===== config.mk =====
export PLATFORM = sky130hd
export DESIGN_NAME = octreg_top
export DESIGN_NICKNAME = d
export VERILOG_FILES = /design/src/rtl/octreg_pkg.sv /design/src/rtl/store_if.sv /design/src/rtl/octreg_store.sv /design/src/rtl/octreg_top.sv
export SDC_FILE = /design/constraint.sdc
export NUM_CORES = 1
export LEC_CHECK = 0
export BUFFER_PORTS_ARGS = -buffer_cell sky130_fd_sc_hd__buf_4
export CAP_MARGIN = 5
export CORE_MARGIN = 2
export CORE_UTILIZATION = 30
export CTS_BUF_LIST = sky130_fd_sc_hd__clkbuf_8
export CTS_CLUSTER_SIZE = 12
export DETAILED_ROUTE_END_ITERATION = 10
export PLACE_DENSITY_LB_ADDON = 0.05
export SLEW_MARGIN = 20
export SYNTH_ARGS = -nofsm -noshare
export SYNTH_HDL_FRONTEND = slang
export SYNTH_SLANG_ARGS = --single-unit

===== constraint.sdc =====
create_clock -name clk_sys_in -period 0.85 [get_ports clk_sys_in]
set_clock_uncertainty 0.2 [all_clocks]
set_input_delay 0.1275 -clock clk_sys_in [delete_from_list [all_inputs] [get_ports clk_sys_in]]
set_output_delay 0.1275 -clock clk_sys_in [all_outputs]
set_load 0.02 [all_outputs]

===== src/rtl/octreg_pkg.sv =====
// Purpose: shared constants and types for the octal holding register
// Assumes: one clock at 10 MHz, all inputs synchronous to it
// Notes: constants and types only, no logic
//
// Functional notes
// eight stored bits in D flip-flops on one clock, rising edge capture
// clear_n low forces all stored bits to zero asynchronously, overriding all
// load enable high keeps stored bits unchanged at every clock edge; code loads STORE_RESET instead when rst_in is high
// load enable low, clear high: data inputs copied in on rising edge
// output enable low drives true, non-inverted stored bits onto outputs
// output enable high floats outputs; clear, hold and load carry on
package octreg_pkg;

    // ----------------------------------------
    // widths and values after reset
    // ----------------------------------------
    localparam int unsigned REG_WIDTH = 8;
    localparam logic [REG_WIDTH-1:0] STORE_RESET = 8'h00;
    localparam logic OE_RESET = 1'b0;

    // ----------------------------------------
    // clock and cycle figures
    // ----------------------------------------
    localparam int unsigned CLK_PERIOD_NS = 100;
    localparam int unsigned LOAD_LATENCY_CYC = 1;
    localparam int unsigned OE_LATENCY_CYC = 1;

    // ----------------------------------------
    // register function last applied
    // ----------------------------------------
    typedef enum logic [1:0] {
        MODE_CLEAR = 2'b00,
        MODE_HOLD = 2'b01,
        MODE_LOAD = 2'b10,
        MODE_RESET = 2'b11
    } mode_t;

endpackage


===== src/rtl/store_if.sv =====
// Purpose: carrier between the control top and the storage array
// Assumes: single clock domain
// Notes: q is the registered content of the storage array
interface store_if #(
    parameter int unsigned WIDTH = 8
);
    logic [WIDTH-1:0] d;
    logic load_n;
    logic sync_rst;
    logic clear_n;
    logic [WIDTH-1:0] q;

    modport ctrl (
        output d,
        output load_n,
        output sync_rst,
        output clear_n,
        input q
    );

    modport store (
        input d,
        input load_n,
        input sync_rst,
        input clear_n,
        output q
    );
endinterface


===== src/rtl/octreg_store.sv =====
// Purpose: eight-bit storage array with load enable and asynchronous clear
// Assumes: clear_n is a direct asynchronous clear, released synchronously upstream
// Notes: one flip-flop per bit, built by a generate loop
module octreg_store
    import octreg_pkg::*;
#(
    parameter int unsigned WIDTH = REG_WIDTH
) (
    // clock
    input wire logic clk_sys_in,
    // carrier
    store_if.store st
);

    // ----------------------------------------
    // per-bit storage
    // ----------------------------------------
    genvar gi;
    generate
        for (gi = 0; gi < WIDTH; gi++) begin : g_bit
            logic q_ff;
            logic nxt_q;

            always_comb begin
                nxt_q = q_ff;
                if (st.sync_rst) begin
                    nxt_q = STORE_RESET[gi];
                end else if (!st.load_n) begin
                    nxt_q = st.d[gi];
                end
            end

            // clear wins over clock, enable and data at any time
            always_ff @(posedge clk_sys_in or negedge st.clear_n) begin
                if (!st.clear_n) begin
                    q_ff <= 1'b0;
                end else begin
                    q_ff <= nxt_q;
                end
            end

            assign st.q[gi] = q_ff;
        end
    endgenerate

endmodule // octreg_store


===== src/rtl/octreg_top.sv =====
// Purpose: octal D register with load enable, async clear and three-state outputs
// Assumes: inputs synchronous to clk_sys_in; pad logic resolves data and enable
// Notes: output enable is registered, so it follows oe_n_in one edge later
//        helper flops ahead of the assertions feed the checks only
module octreg_top
    import octreg_pkg::*;
#(
    parameter int unsigned WIDTH = REG_WIDTH
) (
    // clock and reset
    input wire logic clk_sys_in,
    input wire logic rst_in,
    // register controls
    input wire logic clear_n_in,
    input wire logic load_n_in,
    input wire logic oe_n_in,
    // parallel data
    input wire logic [WIDTH-1:0] data_in,
    // three-state outputs
    output logic [WIDTH-1:0] y_data_out,
    output logic y_oe_out,
    // status
    output mode_t mode_out
);

    // ----------------------------------------
    // storage array
    // ----------------------------------------
    store_if #(.WIDTH(WIDTH)) st ();

    assign st.d = data_in;
    assign st.load_n = load_n_in;
    assign st.sync_rst = rst_in;
    assign st.clear_n = clear_n_in;

    octreg_store #(
        .WIDTH(WIDTH)
    ) u_store (
        .clk_sys_in(clk_sys_in),
        .st(st)
    );

    // data pins come straight from the storage flops, never inverted
    assign y_data_out = st.q;

    // ----------------------------------------
    // output enable
    // ----------------------------------------
    logic oe_ff;
    logic nxt_oe;

    // enable has no effect on storage, only on the pad drive
    always_comb begin
        nxt_oe = ~oe_n_in;
        if (rst_in) begin
            nxt_oe = OE_RESET;
        end
    end

    always_ff @(posedge clk_sys_in) begin
        oe_ff <= nxt_oe;
    end

    assign y_oe_out = oe_ff;

    // ----------------------------------------
    // function status
    // ----------------------------------------
    mode_t mode_ff;
    mode_t nxt_mode;

    always_comb begin
        nxt_mode = MODE_HOLD;
        case ({clear_n_in, load_n_in})
            2'b00: nxt_mode = MODE_CLEAR;
            2'b01: nxt_mode = MODE_CLEAR;
            2'b10: nxt_mode = MODE_LOAD;
            2'b11: nxt_mode = MODE_HOLD;
            default: nxt_mode = MODE_HOLD;
        endcase
        if (rst_in) begin
            nxt_mode = MODE_RESET;
        end
    end

    always_ff @(posedge clk_sys_in) begin
        mode_ff <= nxt_mode;
    end

    assign mode_out = mode_ff;

    // ----------------------------------------
    // assertion helpers
    // ----------------------------------------
    // a clear pulse between two edges leaves no trace in sampled inputs,
    // so it is remembered until the next rising edge
    logic clear_seen_ff;
    // stored bits at the falling edge, to catch moves away from a rising edge
    logic [WIDTH-1:0] y_fall_ff;

    always_ff @(posedge clk_sys_in or negedge clear_n_in) begin
        if (!clear_n_in) begin
            clear_seen_ff <= 1'b1;
        end else begin
            clear_seen_ff <= 1'b0;
        end
    end

    always_ff @(negedge clk_sys_in) begin
        y_fall_ff <= y_data_out;
    end
endmodule // octreg_top


==> reports/results.ini <==
[run_status]
outcome=finished with violations
violations=hold timing, setup timing

[sta]
rsz0062_at_grt=yes
finalSetupViolCount=19
worst_slack_ns=-0.241
max_freq_ghz=0.916
relSlewSlack_pct=87.4
hold_slack_ns=-0.166
final_max_slew_viol_count=0
hold_violations=11
fin_crit_ns=1.09
tightest_slew_ns=0.188
period_share_pct=128

[critical_path]
slowest_stage=dfrtp_1
arrival_ns=0.76
worstReg2RegEnd=u_store.g_bit[3].q_ff
critPathKind=reg2out
path_cells=buf_6
rrSetupSlack_ns=-0.18
rr_worst_depth=3
start_kind=register
crit_path_end_kind=primary output
cpLargestDelayFamily=flip-flops
cp.depth=1
cp-startpoint=u_store.g_bit[3].q_ff
critPathMaxStageDelay_ns=0.39
path_buf_inv=1
worstPathRequired_ns=0.52
cp_max_fo=2
r2r_start=u_store.g_bit[3].q_ff
crit_path_end=y_data_out[3]

[clock_tree]
numCtsBuffers=3
clkTransAtPathRegs_ns=0.05
cts_tree=yes
htreeDepth=1
cts_root_buf=clkbuf_8
cts_hold_buffers=2
clock-sinks=11
clockBufferDepth=2
clk_latency_ns=0.23

[final_layout]
final_util_pct=49.8
drive_gt1_share_pct=54.5
nNetsFinal=80
n_antenna_cell=0
areaGrowthSynthToFinish_pct=57.7

[global_routing]
grt_use_met2_pct=20.6
use_met3_pct=2.50
busiest_layer=met2
grt_max_degree=12
antenna_found_initial=0
grtUsageTotal_pct=11.4
use_met1_pct=14.0
grt_pass1_wl_um=1610
grt-ovfl-total=0
first_global_vias=365

[flow_run]
drv_cap=0

[floorplanning]
io_pins=24
chipWidth_um=43.6
die_h_um=43.6
start_util_pct=31.6
row_count=14
die-area_mm2=0.00190
coreArea_mm2=0.00149

[placement]
gp_congestion=0.673
port_buffers=23

[synthesis]
synth_top_area_share_pct=42.6
synthCells=41
synth_area_per_cell_um2=11.5
synth_edf_count=0
ys_types=10
synth_top_flop_cell=dfrtp_1
synth.largest_area_cell=dfrtp_1
synth_commonest_cells=nor2_1 (9), buf_4 (8), dfrtp_1 (8), mux2i_1 (8), dfxtp_1 (3)
synth_area_um2=470
synth_fp_nets=54
ys_ff_latch=11
async_reset_ff_share_pct=72.7
synthTopCellsByArea=dfrtp_1 (43%), mux2i_1 (17%), dfxtp_1 (13%)
ys_warn_count=0
yosysSeqAreaShare_pct=55.3
yosysMostFrequentCell=nor2_1

[power_and_ir_drop]
p_leak_nw=0.402
p_total_mw=1.32
ir_drop_v=0.000900
p_per_area_mw_per_mm2=1780

[detailed_routing]
avgRoutedWirePerCell_um=11.9
wl_um=973
drt_iter0_drc=1
viasPerCell=4.16
drt-pass1-iter-count=4
drc=0
num_vias=341
ant_nets=0

[min_path]
whs_path_depth=2
hold_path.class=in2reg

## flip-flops by register name, indices dropped and copies added, names as in the netlist
register,cells
mode_out,2
u_store.g_bit.q_ff,8
y_oe_out,1
## area by class of cell
| type | count | area, um2 |
|---|---|---|
| timing repair buffer | 31 | 279 |
| multi-input combinational | 19 | 130 |
| inverter | 1 | 3.75 |
| clock buffer | 3 | 41.3 |
| fill | 134 | 747 |
| sequential | 11 | 264 |
| tap | 16 | 20.0 |
| clock inverter | 1 | 3.75 |
## power breakdown
group | internal (mW) | switching, mW
Clock | 0.316 | 0.186
Combinational | 0.141 | 0.104
Sequential | 0.555 | 0.0186
## worst min-delay path by stage
| stage | slack [ns] | endpoint | from |
|---|---|---|---|
| global route | -0.16 | y_oe_out | oe_n_in |
| detailed placement | -0.14 | u_store.g_bit[2].q_ff | clear_n_in |
| floorplan | -0.37 | u_store.g_bit[0].q_ff | clear_n_in |
| global placement | -0.14 | u_store.g_bit[6].q_ff | clear_n_in |
| CTS | -0.17 | y_oe_out | oe_n_in |
| finish | -0.17 | y_oe_out | oe_n_in |
## repair_timing
action                     CTS  global route
pin swaps                    0             1
hold endpoints to repair    19            11
setup endpoints to repair   19            19
gates resized for setup     14             0
gates cloned                 0             0
setup buffers                4             0
## kinds of logic after synthesis
group	synth area share, %
multiplexers	17.0
AND/OR/NAND/NOR	7.18
AO/OA/AOI/OAI	3.46
flip-flops	55.3
buffers and inverters	17.0
## stage by stage
stage	instance area [um2]	worst slack (ns)	std cells	setup TNS (ns)	hold WS, ns
after floorplan	470	0.0159	41	0	-0.368
after global placement	602	-0.0226	72	-0.174	-0.140
after detailed placement	602	-0.0653	72	-0.457	-0.141
after CTS	742	-0.238	82	-3.18	-0.169
after global routing	742	-0.261	82	-3.77	-0.162
final	742	-0.241	82	-3.09	-0.166
## per-layer routing
metal	wire length, um	share of wire, %
met5	0	0
met3	62	6.4
met2	497	51
met4	0	0
met1	412	42
## layout by cell type, fill, tap and decap left out, drive strengths merged
cell,n
nor2,9
dfrtp,8
dlygate4sd3,2
inv,2
dfxtp,3
buf,29
mux2i,8
a21o,2
clkbuf,3
Note: power is estimated with default switching activity, not from simulation.
